## config.mk

```make
export PLATFORM = sky130hd
export DESIGN_NAME = ppfs_top
export DESIGN_NICKNAME = d
export VERILOG_FILES = /design/src/core/ppfs_top.v
export VERILOG_INCLUDE_DIRS = /design/src /design/src/core
export SDC_FILE = /design/constraint.sdc
export NUM_CORES = 1
export LEC_CHECK = 0
export BUFFER_PORTS_ARGS = -buffer_cell sky130_fd_sc_hd__buf_4
export CAP_MARGIN = 20
export CORE_MARGIN = 1
export CORE_UTILIZATION = 40
export CTS_BUF_LIST = sky130_fd_sc_hd__clkbuf_2 sky130_fd_sc_hd__clkbuf_4 sky130_fd_sc_hd__clkbuf_8
export CTS_CLUSTER_DIAMETER = 60
export CTS_CLUSTER_SIZE = 16
export DETAILED_ROUTE_END_ITERATION = 7
export GPL_TIMING_DRIVEN = 1
export PLACE_DENSITY = 0.68
export SYNTH_ARGS = -nofsm -noshare
export SYNTH_HDL_FRONTEND = slang
export SYNTH_SLANG_ARGS = --single-unit
```

## constraint.sdc

```tcl
create_clock -name clock -period 5 [get_ports clock]
set_clock_uncertainty 0.2 [all_clocks]
set_input_delay 0.25 -clock clock [delete_from_list [all_inputs] [get_ports clock]]
set_output_delay 0.25 -clock clock [all_outputs]
set_load 0.05 [all_outputs]
```

## src/core/ppfs_defines.vh

```
`ifndef PPFS_DEFINES_VH
`define PPFS_DEFINES_VH

////////////////////////////////////////////////////////////////////////////////
// Register byte offsets on the bus
`define PPFS_OFS_PA_UPPER  5'h00
`define PPFS_OFS_PA_LOWER  5'h04
`define PPFS_OFS_PB_DIR    5'h08
`define PPFS_OFS_PB_UPPER  5'h0C
`define PPFS_OFS_PB_LOWER  5'h10

// Power-on reset values
`define PPFS_RST_PA_UPPER  16'h3302
`define PPFS_RST_PA_LOWER  16'hFF95
`define PPFS_RST_PB_DIR    16'h0000
`define PPFS_RST_PB_UPPER  16'h0000
`define PPFS_RST_PB_LOWER  16'h0000

// Reserved bits forced to one
`define PPFS_RSV_PA_UPPER  16'h0002
`define PPFS_RSV_PA_LOWER  16'hAA00

// Field low bits, port A upper select
`define PPFS_PA15_LSB 14
`define PPFS_PA14_LSB 12
`define PPFS_PA13_LSB 10
`define PPFS_PA12_LSB 8
`define PPFS_PA11_LSB 6
`define PPFS_PA10_LSB 4
`define PPFS_PA9_LSB  2
`define PPFS_PA8_BIT  0
// Field low bits, port A lower select
`define PPFS_PA7_BIT  14
`define PPFS_PA6_BIT  12
`define PPFS_PA5_BIT  10
`define PPFS_PA4_BIT  8
`define PPFS_PA3_LSB  6
`define PPFS_PA2_LSB  4
`define PPFS_PA1_LSB  2
`define PPFS_PA0_LSB  0

// Two-bit select codes
`define PPFS_SEL_GPIO 2'h0
`define PPFS_SEL_F1   2'h1
`define PPFS_SEL_F2   2'h2
`define PPFS_SEL_F3   2'h3

`endif

```

## src/core/ppfs_top.v

```verilog
// The Avalon-MM slave port and the register addresses are this design's own decisions.
`include "ppfs_defines.vh"

module ppfs_top (
	input  wire        clock,
	input  wire        rstn,
	// Avalon-MM slave
	input  wire [4:0]  avs_address,
	input  wire        avs_read,
	input  wire        avs_write,
	input  wire [31:0] avs_writedata,
	input  wire [3:0]  avs_byteenable,
	output wire [31:0] avs_readdata,
	output wire        avs_waitrequest,
	// Port A pins
	input  wire [15:0] pa_pin_lvl,
	output wire [15:0] pa_pin_drv,
	output wire [15:0] pa_pin_oe,
	// Port B pins
	input  wire [15:0] pb_pin_lvl,
	output wire [15:0] pb_pin_drv,
	output wire [15:0] pb_pin_oe,
	// Port data register side
	input  wire [15:0] pa_dir,
	input  wire [15:0] pa_gpio_dout,
	output wire [15:0] pa_gpio_mode,
	input  wire [15:0] pb_gpio_dout,
	output wire [15:0] pb_gpio_mode,
	output wire [15:0] port_b_direction,
	// Interrupt and DMA
	output wire [7:0]  ext_interrupt,
	output wire        dma_request_in_1,
	output wire        dma_request_in_0,
	input  wire        dma_acknowledge_out_1,
	input  wire        dma_acknowledge_out_0,
	// Timer
	output wire        timer_ext_clock_a,
	output wire        timer_ext_clock_b,
	input  wire        timer1_capcomp_a_drv,
	output wire        timer1_capcomp_a_rcv,
	input  wire        timer1_capcomp_b_drv,
	output wire        timer1_capcomp_b_rcv,
	input  wire        timer0_capcomp_a_drv,
	output wire        timer0_capcomp_a_rcv,
	input  wire        timer0_capcomp_b_drv,
	output wire        timer0_capcomp_b_rcv,
	input  wire [7:0]  pb_timer_drv,
	output wire [7:0]  pb_timer_rcv,
	// Bus controller
	input  wire        upper_parity_bit_drv,
	input  wire        upper_parity_bit_oe,
	output wire        upper_parity_bit_rcv,
	input  wire        lower_parity_bit_drv,
	input  wire        lower_parity_bit_oe,
	output wire        lower_parity_bit_rcv,
	input  wire        address_hold_out,
	output wire        converter_trigger_in,
	input  wire        interrupt_request_out,
	output wire        bus_request_in,
	input  wire        bus_grant_ack,
	input  wire        read_strobe,
	input  wire        upper_write_strobe,
	input  wire        lower_write_strobe,
	input  wire        chip_select_7,
	input  wire        chip_select_6,
	input  wire        chip_select_5,
	input  wire        chip_select_4,
	output wire        wait_state_in,
	input  wire        row_addr_strobe,
	// Serial and pattern
	input  wire        serial_clock_ch1_drv,
	output wire        serial_clock_ch1_rcv,
	input  wire        serial_clock_ch0_drv,
	output wire        serial_clock_ch0_rcv,
	input  wire        serial_tx_ch1,
	input  wire        serial_tx_ch0,
	output wire        serial_rx_ch1,
	output wire        serial_rx_ch0,
	input  wire [15:0] pattern_out
);

////////////////////////////////////////////////////////////////////////////////
// Select registers

reg  [15:0] pa_up_r;     // Port A upper select
reg  [15:0] pa_lo_r;     // Port A lower select
reg  [15:0] pb_dir_r;    // Port B direction
reg  [15:0] pb_up_r;     // Port B upper select
reg  [15:0] pb_lo_r;     // Port B lower select
reg         ack_r;       // Bus answer phase
reg  [31:0] rdata_r;     // Read data holding
reg  [31:0] rd_mux;      // Read data selection
wire        bus_req;     // Any request pending
wire        wr_go;       // Write commits now

assign bus_req         = avs_read | avs_write;
assign avs_waitrequest = bus_req & ~ack_r;
assign wr_go           = avs_write & ack_r;
assign avs_readdata    = rdata_r;
assign port_b_direction = pb_dir_r;

// Byte-lane merge of a write into a 16-bit register
function [15:0] merge16;
	input [15:0] cur;
	input [31:0] wd;
	input [3:0]  be;
	begin
		merge16 = {be[1] ? wd[15:8] : cur[15:8], be[0] ? wd[7:0] : cur[7:0]};
	end
endfunction

// Read mux; unmapped offsets read zero
always @* begin
	case (avs_address)
		`PPFS_OFS_PA_UPPER: rd_mux = {16'h0000, pa_up_r | `PPFS_RSV_PA_UPPER};
		`PPFS_OFS_PA_LOWER: rd_mux = {16'h0000, pa_lo_r | `PPFS_RSV_PA_LOWER};
		`PPFS_OFS_PB_DIR:   rd_mux = {16'h0000, pb_dir_r};
		`PPFS_OFS_PB_UPPER: rd_mux = {16'h0000, pb_up_r};
		`PPFS_OFS_PB_LOWER: rd_mux = {16'h0000, pb_lo_r};
		default:            rd_mux = 32'h00000000;
	endcase
end

// One wait cycle per access keeps the read path registered
always @(posedge clock or negedge rstn) begin
	if (!rstn) begin
		ack_r   <= 1'b0;
		rdata_r <= 32'h00000000;
	end else begin
		ack_r <= bus_req & ~ack_r;
		// Capture read data in the wait cycle
		if (avs_read & ~ack_r) begin
			rdata_r <= rd_mux;
		end
	end
end

// Only rstn loads the power-on values into these; no other reset source reaches them
always @(posedge clock or negedge rstn) begin
	if (!rstn) begin
		pa_up_r  <= `PPFS_RST_PA_UPPER;
		pa_lo_r  <= `PPFS_RST_PA_LOWER;
		pb_dir_r <= `PPFS_RST_PB_DIR;
		pb_up_r  <= `PPFS_RST_PB_UPPER;
		pb_lo_r  <= `PPFS_RST_PB_LOWER;
	end else if (wr_go) begin
		case (avs_address)
			`PPFS_OFS_PA_UPPER: begin
				pa_up_r <= merge16(pa_up_r, avs_writedata, avs_byteenable)
					| `PPFS_RSV_PA_UPPER;
			end
			`PPFS_OFS_PA_LOWER: begin
				pa_lo_r <= merge16(pa_lo_r, avs_writedata, avs_byteenable)
					| `PPFS_RSV_PA_LOWER;
			end
			`PPFS_OFS_PB_DIR: begin
				pb_dir_r <= merge16(pb_dir_r, avs_writedata, avs_byteenable);
			end
			`PPFS_OFS_PB_UPPER: begin
				pb_up_r <= merge16(pb_up_r, avs_writedata, avs_byteenable);
			end
			`PPFS_OFS_PB_LOWER: begin
				pb_lo_r <= merge16(pb_lo_r, avs_writedata, avs_byteenable);
			end
			default: begin
				// Unmapped write is dropped
			end
		endcase
	end
end

////////////////////////////////////////////////////////////////////////////////
// Port A multiplexing

wire [1:0] s15 = pa_up_r[`PPFS_PA15_LSB +: 2];
wire [1:0] s14 = pa_up_r[`PPFS_PA14_LSB +: 2];
wire [1:0] s13 = pa_up_r[`PPFS_PA13_LSB +: 2];
wire [1:0] s12 = pa_up_r[`PPFS_PA12_LSB +: 2];
wire [1:0] s11 = pa_up_r[`PPFS_PA11_LSB +: 2];
wire [1:0] s10 = pa_up_r[`PPFS_PA10_LSB +: 2];
wire [1:0] s9  = pa_up_r[`PPFS_PA9_LSB +: 2];
wire [1:0] s3  = pa_lo_r[`PPFS_PA3_LSB +: 2];
wire [1:0] s2  = pa_lo_r[`PPFS_PA2_LSB +: 2];
wire [1:0] s1  = pa_lo_r[`PPFS_PA1_LSB +: 2];
wire [1:0] s0  = pa_lo_r[`PPFS_PA0_LSB +: 2];
reg  [15:0] pa_o_nxt;    // Pin drive value
reg  [15:0] pa_e_nxt;    // Pin drive enable
reg  [15:0] pa_g_nxt;    // Pin in general I/O

// Default every pin to general I/O; reserved codes fall through to it
always @* begin
	pa_o_nxt = pa_gpio_dout;
	pa_e_nxt = pa_dir;
	pa_g_nxt = 16'hFFFF;
	// Pin 15: inputs only
	if (s15 == `PPFS_SEL_F1 || s15 == `PPFS_SEL_F3) begin
		pa_e_nxt[15] = 1'b0;
		pa_g_nxt[15] = 1'b0;
	end
	// Pin 14: irq input or dma acknowledge
	case (s14)
		`PPFS_SEL_F1: begin
			pa_e_nxt[14] = 1'b0;
			pa_g_nxt[14] = 1'b0;
		end
		`PPFS_SEL_F3: begin
			pa_o_nxt[14] = dma_acknowledge_out_1;
			pa_e_nxt[14] = 1'b1;
			pa_g_nxt[14] = 1'b0;
		end
		default: begin
			// General I/O, reserved included
		end
	endcase
	// Pin 13: every function is an input
	if (s13 != `PPFS_SEL_GPIO) begin
		pa_e_nxt[13] = 1'b0;
		pa_g_nxt[13] = 1'b0;
	end
	// Pin 12: two inputs or dma acknowledge
	case (s12)
		`PPFS_SEL_F1, `PPFS_SEL_F2: begin
			pa_e_nxt[12] = 1'b0;
			pa_g_nxt[12] = 1'b0;
		end
		`PPFS_SEL_F3: begin
			pa_o_nxt[12] = dma_acknowledge_out_0;
			pa_e_nxt[12] = 1'b1;
			pa_g_nxt[12] = 1'b0;
		end
		default: begin
			// General I/O
		end
	endcase
	// Pin 11: parity turns round under bus control
	case (s11)
		`PPFS_SEL_F1: begin
			pa_o_nxt[11] = upper_parity_bit_drv;
			pa_e_nxt[11] = upper_parity_bit_oe;
			pa_g_nxt[11] = 1'b0;
		end
		`PPFS_SEL_F2: begin
			pa_o_nxt[11] = timer1_capcomp_b_drv;
			pa_g_nxt[11] = 1'b0;
		end
		default: begin
			// General I/O, reserved included
		end
	endcase
	// Pin 10: same shape as pin 11
	case (s10)
		`PPFS_SEL_F1: begin
			pa_o_nxt[10] = lower_parity_bit_drv;
			pa_e_nxt[10] = lower_parity_bit_oe;
			pa_g_nxt[10] = 1'b0;
		end
		`PPFS_SEL_F2: begin
			pa_o_nxt[10] = timer1_capcomp_a_drv;
			pa_g_nxt[10] = 1'b0;
		end
		default: begin
			// General I/O, reserved included
		end
	endcase
	// Pin 9: hold out, trigger in, irq out
	case (s9)
		`PPFS_SEL_F1: begin
			pa_o_nxt[9] = address_hold_out;
			pa_e_nxt[9] = 1'b1;
			pa_g_nxt[9] = 1'b0;
		end
		`PPFS_SEL_F2: begin
			pa_e_nxt[9] = 1'b0;
			pa_g_nxt[9] = 1'b0;
		end
		`PPFS_SEL_F3: begin
			pa_o_nxt[9] = interrupt_request_out;
			pa_e_nxt[9] = 1'b1;
			pa_g_nxt[9] = 1'b0;
		end
		default: begin
			// General I/O
		end
	endcase
	// Pin 8: bus request input
	if (pa_up_r[`PPFS_PA8_BIT]) begin
		pa_e_nxt[8] = 1'b0;
		pa_g_nxt[8] = 1'b0;
	end
	// Pins 7..4: bus strobes, always driven
	if (pa_lo_r[`PPFS_PA7_BIT]) begin
		pa_o_nxt[7] = bus_grant_ack;
		pa_e_nxt[7] = 1'b1;
		pa_g_nxt[7] = 1'b0;
	end
	if (pa_lo_r[`PPFS_PA6_BIT]) begin
		pa_o_nxt[6] = read_strobe;
		pa_e_nxt[6] = 1'b1;
		pa_g_nxt[6] = 1'b0;
	end
	if (pa_lo_r[`PPFS_PA5_BIT]) begin
		pa_o_nxt[5] = upper_write_strobe;
		pa_e_nxt[5] = 1'b1;
		pa_g_nxt[5] = 1'b0;
	end
	if (pa_lo_r[`PPFS_PA4_BIT]) begin
		pa_o_nxt[4] = lower_write_strobe;
		pa_e_nxt[4] = 1'b1;
		pa_g_nxt[4] = 1'b0;
	end
	// Pin 3: chip select or wait input
	case (s3)
		`PPFS_SEL_F1: begin
			pa_o_nxt[3] = chip_select_7;
			pa_e_nxt[3] = 1'b1;
			pa_g_nxt[3] = 1'b0;
		end
		`PPFS_SEL_F2: begin
			pa_e_nxt[3] = 1'b0;
			pa_g_nxt[3] = 1'b0;
		end
		default: begin
			// General I/O, reserved included
		end
	endcase
	// Pin 2: chip select or timer channel 0 b
	case (s2)
		`PPFS_SEL_F1: begin
			pa_o_nxt[2] = chip_select_6;
			pa_e_nxt[2] = 1'b1;
			pa_g_nxt[2] = 1'b0;
		end
		`PPFS_SEL_F2: begin
			pa_o_nxt[2] = timer0_capcomp_b_drv;
			pa_g_nxt[2] = 1'b0;
		end
		default: begin
			// General I/O, reserved included
		end
	endcase
	// Pin 1: chip select or row strobe
	case (s1)
		`PPFS_SEL_F1: begin
			pa_o_nxt[1] = chip_select_5;
			pa_e_nxt[1] = 1'b1;
			pa_g_nxt[1] = 1'b0;
		end
		`PPFS_SEL_F2: begin
			pa_o_nxt[1] = row_addr_strobe;
			pa_e_nxt[1] = 1'b1;
			pa_g_nxt[1] = 1'b0;
		end
		default: begin
			// General I/O, reserved included
		end
	endcase
	// Pin 0: chip select or timer channel 0 a
	case (s0)
		`PPFS_SEL_F1: begin
			pa_o_nxt[0] = chip_select_4;
			pa_e_nxt[0] = 1'b1;
			pa_g_nxt[0] = 1'b0;
		end
		`PPFS_SEL_F2: begin
			pa_o_nxt[0] = timer0_capcomp_a_drv;
			pa_g_nxt[0] = 1'b0;
		end
		default: begin
			// General I/O, reserved included
		end
	endcase
end

////////////////////////////////////////////////////////////////////////////////
// Port B multiplexing, one slice per pin

wire [31:0] pb_sel = {pb_up_r, pb_lo_r};
wire [15:0] pb_o_nxt;    // Pin drive value
wire [15:0] pb_e_nxt;    // Pin drive enable
wire [15:0] pb_g_nxt;    // Pin in general I/O
wire [7:0]  pbt_nxt;     // Timer capture routes

genvar gi;
generate
	for (gi = 0; gi < 16; gi = gi + 1) begin : g_pb
		wire [1:0] s = pb_sel[2*gi +: 2];
		wire       pat = (s == `PPFS_SEL_F3);
		// Code 01 is reserved below pin 12, code 10 above pin 13
		wire       rsv = (s == `PPFS_SEL_F1 && gi < 12) ||
			(s == `PPFS_SEL_F2 && gi > 13);
		wire       gpio = (s == `PPFS_SEL_GPIO) || rsv;
		wire       f2v;      // Function two drive value
		wire       f2e;      // Function two drive enable
		if (gi < 8) begin : g_tmr
			assign f2v = pb_timer_drv[gi];
			assign f2e = pb_dir_r[gi];
			assign pbt_nxt[gi] = (s == `PPFS_SEL_F2) ? pb_pin_lvl[gi] : 1'b0;
		end else if (gi == 9 || gi == 11) begin : g_tx
			assign f2v = (gi == 9) ? serial_tx_ch0 : serial_tx_ch1;
			assign f2e = 1'b1;
		end else if (gi == 12 || gi == 13) begin : g_sck
			assign f2v = (gi == 12) ? serial_clock_ch0_drv : serial_clock_ch1_drv;
			assign f2e = pb_dir_r[gi];
		end else begin : g_in
			// Receive data and interrupts only listen
			assign f2v = 1'b0;
			assign f2e = 1'b0;
		end
		assign pb_o_nxt[gi] = pat ? pattern_out[gi] : gpio ? pb_gpio_dout[gi] : f2v;
		assign pb_e_nxt[gi] = pat ? 1'b1 : gpio ? pb_dir_r[gi] :
			(s == `PPFS_SEL_F2) ? f2e : 1'b0;
		assign pb_g_nxt[gi] = gpio;
	end
endgenerate

////////////////////////////////////////////////////////////////////////////////
// Routed peripheral inputs; idle level when the pin is elsewhere

wire [7:0] irq_nxt = {
	(pb_sel[30 +: 2] == `PPFS_SEL_F1) ? pb_pin_lvl[15] : 1'b1,
	(pb_sel[28 +: 2] == `PPFS_SEL_F1) ? pb_pin_lvl[14] : 1'b1,
	(pb_sel[26 +: 2] == `PPFS_SEL_F1) ? pb_pin_lvl[13] : 1'b1,
	(pb_sel[24 +: 2] == `PPFS_SEL_F1) ? pb_pin_lvl[12] : 1'b1,
	(s15 == `PPFS_SEL_F1) ? pa_pin_lvl[15] : 1'b1,
	(s14 == `PPFS_SEL_F1) ? pa_pin_lvl[14] : 1'b1,
	(s13 == `PPFS_SEL_F1) ? pa_pin_lvl[13] : 1'b1,
	(s12 == `PPFS_SEL_F1) ? pa_pin_lvl[12] : 1'b1};

// Pin and route flops; outputs come straight from these
reg [15:0] pa_o_r, pa_e_r, pa_g_r, pb_o_r, pb_e_r, pb_g_r;
reg [7:0]  irq_r, pbt_r;
reg        dma_request_in_1_r, dma_request_in_0_r, timer_ext_clock_a_r, timer_ext_clock_b_r, t1a_r, t1b_r, t0a_r, t0b_r;
reg        dph_r, dpl_r, trg_r, bus_request_in_r, wait_r, serial_clock_ch1_r, serial_clock_ch0_r, rx1_r, rx0_r;

// Registered view adds one cycle from select or pin to port
always @(posedge clock or negedge rstn) begin
	if (!rstn) begin
		pa_o_r  <= 16'h0000;
		pa_e_r  <= 16'h0000;
		pa_g_r  <= 16'h0000;
		pb_o_r  <= 16'h0000;
		pb_e_r  <= 16'h0000;
		pb_g_r  <= 16'h0000;
		irq_r   <= 8'hFF;
		pbt_r   <= 8'h00;
		dma_request_in_1_r <= 1'b1;
		dma_request_in_0_r <= 1'b1;
		timer_ext_clock_a_r <= 1'b0;
		timer_ext_clock_b_r <= 1'b0;
		t1a_r   <= 1'b0;
		t1b_r   <= 1'b0;
		t0a_r   <= 1'b0;
		t0b_r   <= 1'b0;
		dph_r   <= 1'b0;
		dpl_r   <= 1'b0;
		trg_r   <= 1'b1;
		bus_request_in_r  <= 1'b1;
		wait_r  <= 1'b1;
		serial_clock_ch1_r  <= 1'b0;
		serial_clock_ch0_r  <= 1'b0;
		rx1_r   <= 1'b1;
		rx0_r   <= 1'b1;
	end else begin
		pa_o_r  <= pa_o_nxt;
		pa_e_r  <= pa_e_nxt;
		pa_g_r  <= pa_g_nxt;
		pb_o_r  <= pb_o_nxt;
		pb_e_r  <= pb_e_nxt;
		pb_g_r  <= pb_g_nxt;
		irq_r   <= irq_nxt;
		pbt_r   <= pbt_nxt;
		dma_request_in_1_r <= (s15 == `PPFS_SEL_F3) ? pa_pin_lvl[15] : 1'b1;
		dma_request_in_0_r <= (s13 == `PPFS_SEL_F3) ? pa_pin_lvl[13] : 1'b1;
		timer_ext_clock_b_r <= (s13 == `PPFS_SEL_F2) ? pa_pin_lvl[13] : 1'b0;
		timer_ext_clock_a_r <= (s12 == `PPFS_SEL_F2) ? pa_pin_lvl[12] : 1'b0;
		dph_r   <= (s11 == `PPFS_SEL_F1) ? pa_pin_lvl[11] : 1'b0;
		t1b_r   <= (s11 == `PPFS_SEL_F2) ? pa_pin_lvl[11] : 1'b0;
		dpl_r   <= (s10 == `PPFS_SEL_F1) ? pa_pin_lvl[10] : 1'b0;
		t1a_r   <= (s10 == `PPFS_SEL_F2) ? pa_pin_lvl[10] : 1'b0;
		trg_r   <= (s9 == `PPFS_SEL_F2) ? pa_pin_lvl[9] : 1'b1;
		bus_request_in_r  <= pa_up_r[`PPFS_PA8_BIT] ? pa_pin_lvl[8] : 1'b1;
		wait_r  <= (s3 == `PPFS_SEL_F2) ? pa_pin_lvl[3] : 1'b1;
		t0b_r   <= (s2 == `PPFS_SEL_F2) ? pa_pin_lvl[2] : 1'b0;
		t0a_r   <= (s0 == `PPFS_SEL_F2) ? pa_pin_lvl[0] : 1'b0;
		serial_clock_ch1_r  <= (pb_sel[26 +: 2] == `PPFS_SEL_F2) ? pb_pin_lvl[13] : 1'b0;
		serial_clock_ch0_r  <= (pb_sel[24 +: 2] == `PPFS_SEL_F2) ? pb_pin_lvl[12] : 1'b0;
		rx1_r   <= (pb_sel[20 +: 2] == `PPFS_SEL_F2) ? pb_pin_lvl[10] : 1'b1;
		rx0_r   <= (pb_sel[16 +: 2] == `PPFS_SEL_F2) ? pb_pin_lvl[8] : 1'b1;
	end
end

assign pa_pin_drv           = pa_o_r;
assign pa_pin_oe            = pa_e_r;
assign pa_gpio_mode         = pa_g_r;
assign pb_pin_drv           = pb_o_r;
assign pb_pin_oe            = pb_e_r;
assign pb_gpio_mode         = pb_g_r;
assign ext_interrupt        = irq_r;
assign pb_timer_rcv         = pbt_r;
assign dma_request_in_1     = dma_request_in_1_r;
assign dma_request_in_0     = dma_request_in_0_r;
assign timer_ext_clock_a    = timer_ext_clock_a_r;
assign timer_ext_clock_b    = timer_ext_clock_b_r;
assign timer1_capcomp_a_rcv = t1a_r;
assign timer1_capcomp_b_rcv = t1b_r;
assign timer0_capcomp_a_rcv = t0a_r;
assign timer0_capcomp_b_rcv = t0b_r;
assign upper_parity_bit_rcv = dph_r;
assign lower_parity_bit_rcv = dpl_r;
assign converter_trigger_in = trg_r;
assign bus_request_in       = bus_request_in_r;
assign wait_state_in        = wait_r;
assign serial_clock_ch1_rcv = serial_clock_ch1_r;
assign serial_clock_ch0_rcv = serial_clock_ch0_r;
assign serial_rx_ch1        = rx1_r;
assign serial_rx_ch0        = rx0_r;

endmodule // ppfs_top

```

After elaboration in Yosys (flattened, before gate mapping)
Index checks and enable logic that the tools add are counted.
{"block": "word_totals", "ff_bits": 237, "inputBits": 174, "output_inout_bits": 178}
{"block": "classes", "n_eq_ne": 77, "n_mux": 155, "n_bitwise": 5, "reduce_logical": 54}
{"cell": "$mux 1", "n": 144}
{"cell": "$eq 2x2->1 const B", "n": 46}
{"cell": "$pmux 16 s5", "n": 1}
{"cell": "$eq 2x1->1 const B", "n": 27}
{"cell": "$logic_not 2->1", "n": 16}
{"cell": "$reduce_and 3->1", "n": 10}
{"cell": "$pmux 1 s2", "n": 10}
{"cell": "$reduce_or 2->1", "n": 9}
{"cell": "$logic_or 1x1->1", "n": 15}
{"cell": "$eq 5x4->1 const B", "n": 2}
{"cell": "$reduce_or 3->1", "n": 2}
{"cell": "$eq 5x3->1 const B", "n": 1}
{"cell": "$eq 5x5->1 const B", "n": 1}
{"cell": "$logic_not 5->1", "n": 1}
{"cell": "$and 1x1->1", "n": 3}
{"cell": "$reduce_bool 2->1", "n": 1}
{"cell": "$not 1->1", "n": 1}
{"cell": "$or 1x1->1", "n": 1}

Longest topological paths before layout
Gate-level depths: netlist of the first run.
{"block": "logic_depth", "word_depth": 4, "depth_mapped": 8, "depth_no_buf": 4}

Worst setup path before layout of the first run
No wires, ideal clock.
{"block": "synth_path", "path_kind": "in2reg", "from": "in avs_address[2]", "to": "reg pb_lo_r[0]", "setup_time_ns": 0.125, "arrival_time_ns": 1.627, "setup_slack_ns": 3.048, "path_stages": 6, "path_buffers": 2, "path_cell_list": "buf_4 -> or4_4 -> buf_6 -> nor2_8 -> nand2_8 -> mux2_4"}
{"block": "synth_via", "elab_chain_cells": 2}
{"item": "from (decl)", "line_no": "ppfs_top.v:8", "source": "input wire [4:0] avs_address,"}
{"item": "$eq 5x5->1"}
{"item": "$reduce_and 3->1 (no source line)"}
{"item": "to (signal assigned)", "line_no": "ppfs_top.v:145", "source": "pb_lo_r <= `PPFS_RST_PB_LOWER;"}
{"item": "to (signal assigned)", "line_no": "ppfs_top.v:163", "source": "pb_lo_r <= merge16(pb_lo_r, avs_writedata, avs_byteenable);"}
{"item": "to (decl)", "line_no": "ppfs_top.v:89", "source": "reg [15:0] pb_lo_r;"}
No other way between the ends.
A chain may end at the register's enable or synchronous reset.

Worst setup path after layout of the first run
{"block": "layout_path", "from": "reg pb_up_r[8]", "to": "reg pb_o_r[12], in the netlist pb_pin_drv[12]"}
{"block": "layout_via", "elab_chain_cells": 3, "word_cells_on_any_way": 4}
{"item": "from (decl)", "line_no": "ppfs_top.v:88", "source": "reg [15:0] pb_up_r;"}
{"item": "from (signal assigned)", "line_no": "ppfs_top.v:144", "source": "pb_up_r <= `PPFS_RST_PB_UPPER;"}
{"item": "from (signal assigned)", "line_no": "ppfs_top.v:160", "source": "pb_up_r <= merge16(pb_up_r, avs_writedata, avs_byteenable);"}
{"item": "$logic_not 2->1 (no source line)"}
{"item": "$mux 1", "line_no": "ppfs_top.v:409", "source": "assign pb_o_nxt[gi] = pat ? pattern_out[gi] : gpio ? pb_gpio_dout[gi] : f2v;"}
{"item": "$mux 1 *", "line_no": "ppfs_top.v:409"}
{"item": "via pb_o_nxt[12]", "line_no": "ppfs_top.v:378", "source": "wire [15:0] pb_o_nxt;"}
{"item": "to (signal assigned)", "line_no": "ppfs_top.v:467", "source": "pb_o_r <= pb_o_nxt;"}
{"item": "to (decl)", "line_no": "ppfs_top.v:430", "source": "reg [15:0] pa_o_r, pa_e_r, pa_g_r, pb_o_r, pb_e_r, pb_g_r;"}
The timed path passes the listed nets; every way through them passes the cells marked *.

==> results of run 1 <==
==> power breakdown <==
group | internal (W) | switching [W] | total [W]
registers | 0.00196 | 0.000117 | 0.00207
logic | 0.000429 | 0.000686 | 0.00111
clock network | 0.000568 | 0.000661 | 0.00123
==> worst max-delay path by stage <==
stage	startpoint	cells past startpoint	end	slack (ps)
3_5_place_dp	avs_address[2]	4	port_b_direction[11]	2390
6_report	pb_up_r[8]	5	pb_pin_drv[12]	2640
3_3_place_gp	avs_address[3]	4	port_b_direction[13]	2430
5_1_grt	pb_up_r[8]	5	pb_pin_drv[12]	2510
2_1_floorplan	avs_address[2]	6	pb_lo_r[0]	3050
4_1_cts	ack_r	3	avs_readdata[10]	2700
==> synthesized netlist by cell type (all sizes together) (16+ instances only) <==
library cell	number
nand3	16
buf	25
dfrtp	194
mux2i	33
nand2	50
a21oi	20
inv	40
o21ai	29
clkbuf	16
dfstp	27
mux2	79
nor2	25
==> layer usage <==
| layer | up-vias | track usage |
|---|---|---|
| li1 | 3182 | - |
| met1 | 3355 | 0.276 |
| met2 | 242 | 0.389 |
| met3 | 34 | 0.0539 |
| met4 | 0 | 0.0652 |
| met5 | - | 0 |
==> worst register-to-register path: stages, from the launching register on <==
cell,delay [ps]
dfrtp_1,530
nor2b_1,90
a211oi_1,240
dlygate4sd3_1,600
a21oi_1,40
dlygate4sd3_1,560
==> cell families after synthesis <==
logic type / after synthesis
flip-flops: 221
AO/OA/AOI/OAI: 93
buffers and inverters: 81
AND/OR/NAND/NOR: 159
other: 1
multiplexers: 112
adder cells (fa/ha/maj): 12
==> state kept, by name, summed over array words and instances (netlist names), 8 cells and up <==
| name | cells |
|---|---|
| avs_readdata | 16 |
| ext_interrupt | 8 |
| pa_gpio_mode | 16 |
| pa_lo_r | 12 |
| pa_pin_drv | 16 |
| pa_pin_oe | 16 |
| pa_up_r | 15 |
| pb_gpio_mode | 16 |
| pb_lo_r | 16 |
| pb_pin_drv | 16 |
| pb_pin_oe | 16 |
| pb_timer_rcv | 8 |
| pb_up_r | 16 |
| port_b_direction | 16 |
==> layout make-up <==
type	count	area, sq um
clock buffers	27	334
inverters	40	150
multi-input cells	392	2930
repair buffers	438	3630
well taps	275	344
flip-flops and latches	221	5560
fillers	1710	8260
diodes	1	2.50
clock inverters	10	139
==> metrics by stage <==
step | total power, W | instance area (sq um) | instances
3_5_place_dp | 0.00312 | 11400 | 1240
5_1_grt | 0.00462 | 13100 | 1403
4_1_cts | 0.00446 | 13100 | 1402
3_3_place_gp | 0.00311 | 11400 | 1240
2_1_floorplan | 0.00272 | 8880 | 694
6_report | 0.00442 | 13100 | 1404
==> what timing repair did <==
action                    in CTS  in global routing
hold buffers                 125                  0
gates resized for setup        0                  0
hold endpoints to repair     278                  0
==> results.json, run 1 <==
{
  "status": "completed",
  "regToRegSetupSlack_ps": 2640,
  "cts_sinks": 221,
  "io_buffers": 310,
  "grt_max_degree": 137,
  "timing.rr.end": "pb_pin_drv[12]",
  "first_iter_violations": 224,
  "initial_utilization": 0.413,
  "fin_util": 0.613,
  "core-area_sq_um": 21400,
  "holdPathEnd": "avs_readdata[11]",
  "synth_top_family_by_area": "multiplexers",
  "hold_path_depth": 4,
  "insertion_delay_ps": 530,
  "post_cts_buffers": 0,
  "vias": 6813,
  "ioPinCount": 352,
  "wl_met3_microns": 2010,
  "synth-seq-cells": 221,
  "ir_drop_uv": 231,
  "highest-signal-layer": "met4",
  "synth_top_area_share": 0.550,
  "mostFrequentLayoutCell": "buf_4",
  "numCtsBuffers": 21,
  "grt_util_all_layers": 0.224,
  "ys_warn_count": 0,
  "required_ps": 5220,
  "path_class": "register to register",
  "nNetsFinal": 1300,
  "drt-total-wl_microns": 25300,
  "antenna_found_initial": 0,
  "cp.arrival_ps": 2580,
  "cpPeakStageDelay_ps": 600,
  "drv_slew": 0,
  "worst_pin_slew_ps": 1030,
  "dp.final_hpwl_microns": 17000,
  "cpMaxStageDelayCell": "dlygate4sd3_1",
  "maxCapViolations": 0,
  "dieArea_sq_um": 22700,
  "slew_headroom": 0.314,
  "timing.critical_path.buf_inv": 2,
  "synth-compound-area-share": 0.0662,
  "m1WireLength_microns": 10100,
  "gp_congestion": 0.732,
  "synthMuxAreaShare": 0.145,
  "min-delay-start": "avs_address[3]",
  "drc": 0,
  "cts_buffer_depth": 3,
  "cp-end-kind": "register",
  "synth.avg_cell_area_sq_um": 13.0,
  "num_rows": 53,
  "layout-drive-gt1-share": 0.419,
  "yosys.area_share.simple": 0.0972,
  "leakage_nw": 6.41,
  "startpoint_type": "register",
  "clock.fmax_mhz": 423,
  "grt_remaining_overflow": 0,
  "cp_max_fo": 9,
  "cpLargestDelayFamily": "buffers and inverters",
  "grt_pass1_wl_microns": 38700,
  "setup_violations": 0,
  "syn2layout_area_growth_pct": 48.3,
  "drt-pass1-iter-count": 5,
  "synthXorXnorAreaFrac": 0,
  "vias_per_cell": 4.85,
  "yosysSeqAreaShare": 0.630,
  "h-tree-depth": 1,
  "syn-cell-area_sq_um": 8830,
  "synth.distinct_cells": 45,
  "grt_pass1_vias": 7182,
  "layout_min_cycle_time_ps": 2360,
  "synth-edff-count": 0,
  "fp.dieW_microns": 151,
  "tns_ps": 0,
  "ys.flop_type": "dfrtp_1",
  "clk_pin_slew_ps": 100,
  "critPathMostFrequentCell": "dlygate4sd3_1",
  "wl_per_cell_microns": 18.0,
  "min_period_over_period": 0.473,
  "place_ws_ps": 2390,
  "reg2regPathDepth": 5,
  "hold_class": "primary input to register",
  "wl_met2_microns": 12700,
  "synth.area.top_cells": "dfrtp_1 (55%), dfstp_2 (8.0%), mux2_2 (8.0%)",
  "ant_nets": 0,
  "worst_hold_slack_ps": 67.0,
  "rsz0062_at_grt": "false",
  "powerDensity_nw_per_um2": 337,
  "synthCells": 679,
  "setup_slack_ps": 2640,
  "synth-adder-area-share": 0.0170,
  "cts-root-buf": "clkbuf_8",
  "path_cells": "nor2b_1, a211oi_1, dlygate4sd3_1, a21oi_1, dlygate4sd3_1",
  "die_y_microns": 151,
  "synth_area_leader_cell": "dfrtp_1",
  "synthArstFlopShare": 1.00,
  "cts_tree": "done",
  "final_cell_mix": "buf_4 (310), dfrtp_1 (194), dlygate4sd3_1 (125)",
  "regToRegStartpoint": "pb_up_r[8]",
  "hold_violations": 0
}
(Power assumes the default switching activity.)
==> inputs of run 2 (changes only) <==
PLACE_DENSITY = 0.71   (was 0.68)
clock period = 2 ns   (was 5 ns; I/O delays follow)
==> run 2 against run 1 <==
Net effect: die area is the same; critical endpoint is now pa_pin_drv[2]; setup slack lost 2600 ps; clock-buffer cell count shrank 1; critical path type unchanged; sequential power grew to 2.5 times the previous value; sequential share of layout area shrank 1.1 points; final cell count grew 2.6%; routed wire length grew 6.5%.
==> results.json, run 2 (synthesis gave the netlist of run 1 again) <==
{
  "startpoint_type": "register",
  "clock.fmax_mhz": 504,
  "worst_hold_slack_ps": 15.6,
  "numCtsBuffers": 21,
  "status": "completed",
  "n_fill_cell": 1667,
  "layout-drive-gt1-share": 0.434,
  "rsz0062_at_grt": "true",
  "final_cells": 1441,
  "grt_util_all_layers": 0.238,
  "ir_drop_uv": 650,
  "nNetsFinal": 1340,
  "cts_buffer_depth": 3,
  "drt-pass1-iter-count": 4,
  "grt_use_met2": 0.417,
  "final_cell_mix": "buf_4 (338), dfrtp_1 (194), dlygate4sd3_1 (134)",
  "path_class": "register to register",
  "fp.dieW_microns": 151,
  "min_period_over_period": 0.991,
  "num_antenna_cells": 0,
  "drc": 0,
  "layout_min_cycle_time_ps": 1980,
  "cp_max_fo": 3,
  "use_met3": 0.0509,
  "use_met1": 0.288,
  "required_ps": 2200,
  "cts-root-buf": "clkbuf_8",
  "grt_pass1_wl_microns": 40900,
  "cp.arrival_ps": 2180,
  "dp.final_hpwl_microns": 18400,
  "vias_per_cell": 4.88,
  "place_area_sq_um": 11600,
  "die_y_microns": 151,
  "mostFrequentLayoutCell": "buf_4",
  "ant_nets": 0,
  "drt-total-wl_microns": 27000,
  "ioPinCount": 352,
  "grt_remaining_overflow": 0,
  "dp_cells": 1269,
  "dieArea_sq_um": 22700,
  "num_rows": 53,
  "setup_violations": 0,
  "cts_tree": "done",
  "first_iter_violations": 235,
  "initial_utilization": 0.413,
  "wl_per_cell_microns": 18.7,
  "tns_ps": 0,
  "maxCapViolations": 0,
  "grt_max_degree": 62,
  "h-tree-depth": 1,
  "leakage_nw": 6.58,
  "antenna_found_initial": 0,
  "fin_util": 0.629,
  "fin_area_sq_um": 13400,
  "drv_slew": 0,
  "slew_headroom": 0.659,
  "grt_pass1_vias": 7364,
  "grt.busiest_layer": "met2",
  "io_buffers": 310,
  "cts_sinks": 221,
  "cp-end-kind": "register",
  "hold_class": "primary input to register",
  "vias": 7038,
  "worst_pin_slew_ps": 511,
  "powerDensity_nw_per_um2": 811,
  "core-area_sq_um": 21400,
  "syn2layout_area_growth_pct": 52.2,
  "insertion_delay_ps": 540,
  "hold_violations": 0,
  "gp_congestion": 0.800,
  "clk_pin_slew_ps": 100
}
## run 2: cell count changes in the layout (fill, tap and decap cells not counted), sizes merged
cell         change
diode            -1
inv              +1
dlygate4sd3      +9
buf             +31
bufinv           -2
clkbuf           -1
## run 2: layout make-up
class | instances | area (sq um) | area share
Inverter | 40 | 150 | 0.0112
Sequential cell | 221 | 5560 | 0.414
Tap cell | 275 | 344 | 0.0256
Clock buffer | 26 | 339 | 0.0252
Clock inverter | 9 | 85.1 | 0.00633
Timing Repair Buffer | 478 | 3990 | 0.297
Multi-Input combinational cell | 392 | 2960 | 0.220
## run 2: what timing repair did
action,4_1_cts,5_1_grt
setup endpoints to repair,0,10
hold buffers,134,1
buffers inserted,0,3
gates resized for setup,0,4
endpoints found under the hold margin,388,1
## run 2: critical path: stages, from the launching register on
cell	delay [ps]
dfstp_2	570
inv_1	60
ha_1	220
a22oi_2	160
o21ai_0	90
dlygate4sd3_1	560
## run 2: stage by stage
step	total power (W)	worst slack, ps
detailed placement	0.00786	89.6
floorplan	0.00680	198
finish	0.0109	17.2
global route	0.0114	-56.6
global placement	0.00782	149
CTS	0.0110	19.6
## run 2: worst paths after layout
kind	slack, ps	start	endpoint	depth (start not counted)
worst max-delay path	20	pa_lo_r[4]	pa_pin_drv[2]	5
worst min-delay path	20	avs_address[0]	avs_readdata[1]	5
worst max register to register	20	pa_lo_r[4]	pa_pin_drv[2]	5
worst min register to register	300	pa_up_r[15]	dma_request_in_1	1
max in group asynchronous	480	rstn	ext_interrupt[4]	4
min in group asynchronous	410	rstn	pa_pin_oe[9]	3
## run 2: layer usage
metal / share of wire / routed length [microns]
met1: 0.40 / 10800
met2: 0.50 / 13500
met3: 0.070 / 1880
met4: 0.031 / 845
met5: 0 / 0
## run 2: power by group
| group | switching [W] | internal, W |
|---|---|---|
| Clock | 0.00165 | 0.00118 |
| Sequential | 0.000299 | 0.00489 |
| Combinational | 0.00175 | 0.00113 |
| Total | 0.00370 | 0.00720 |
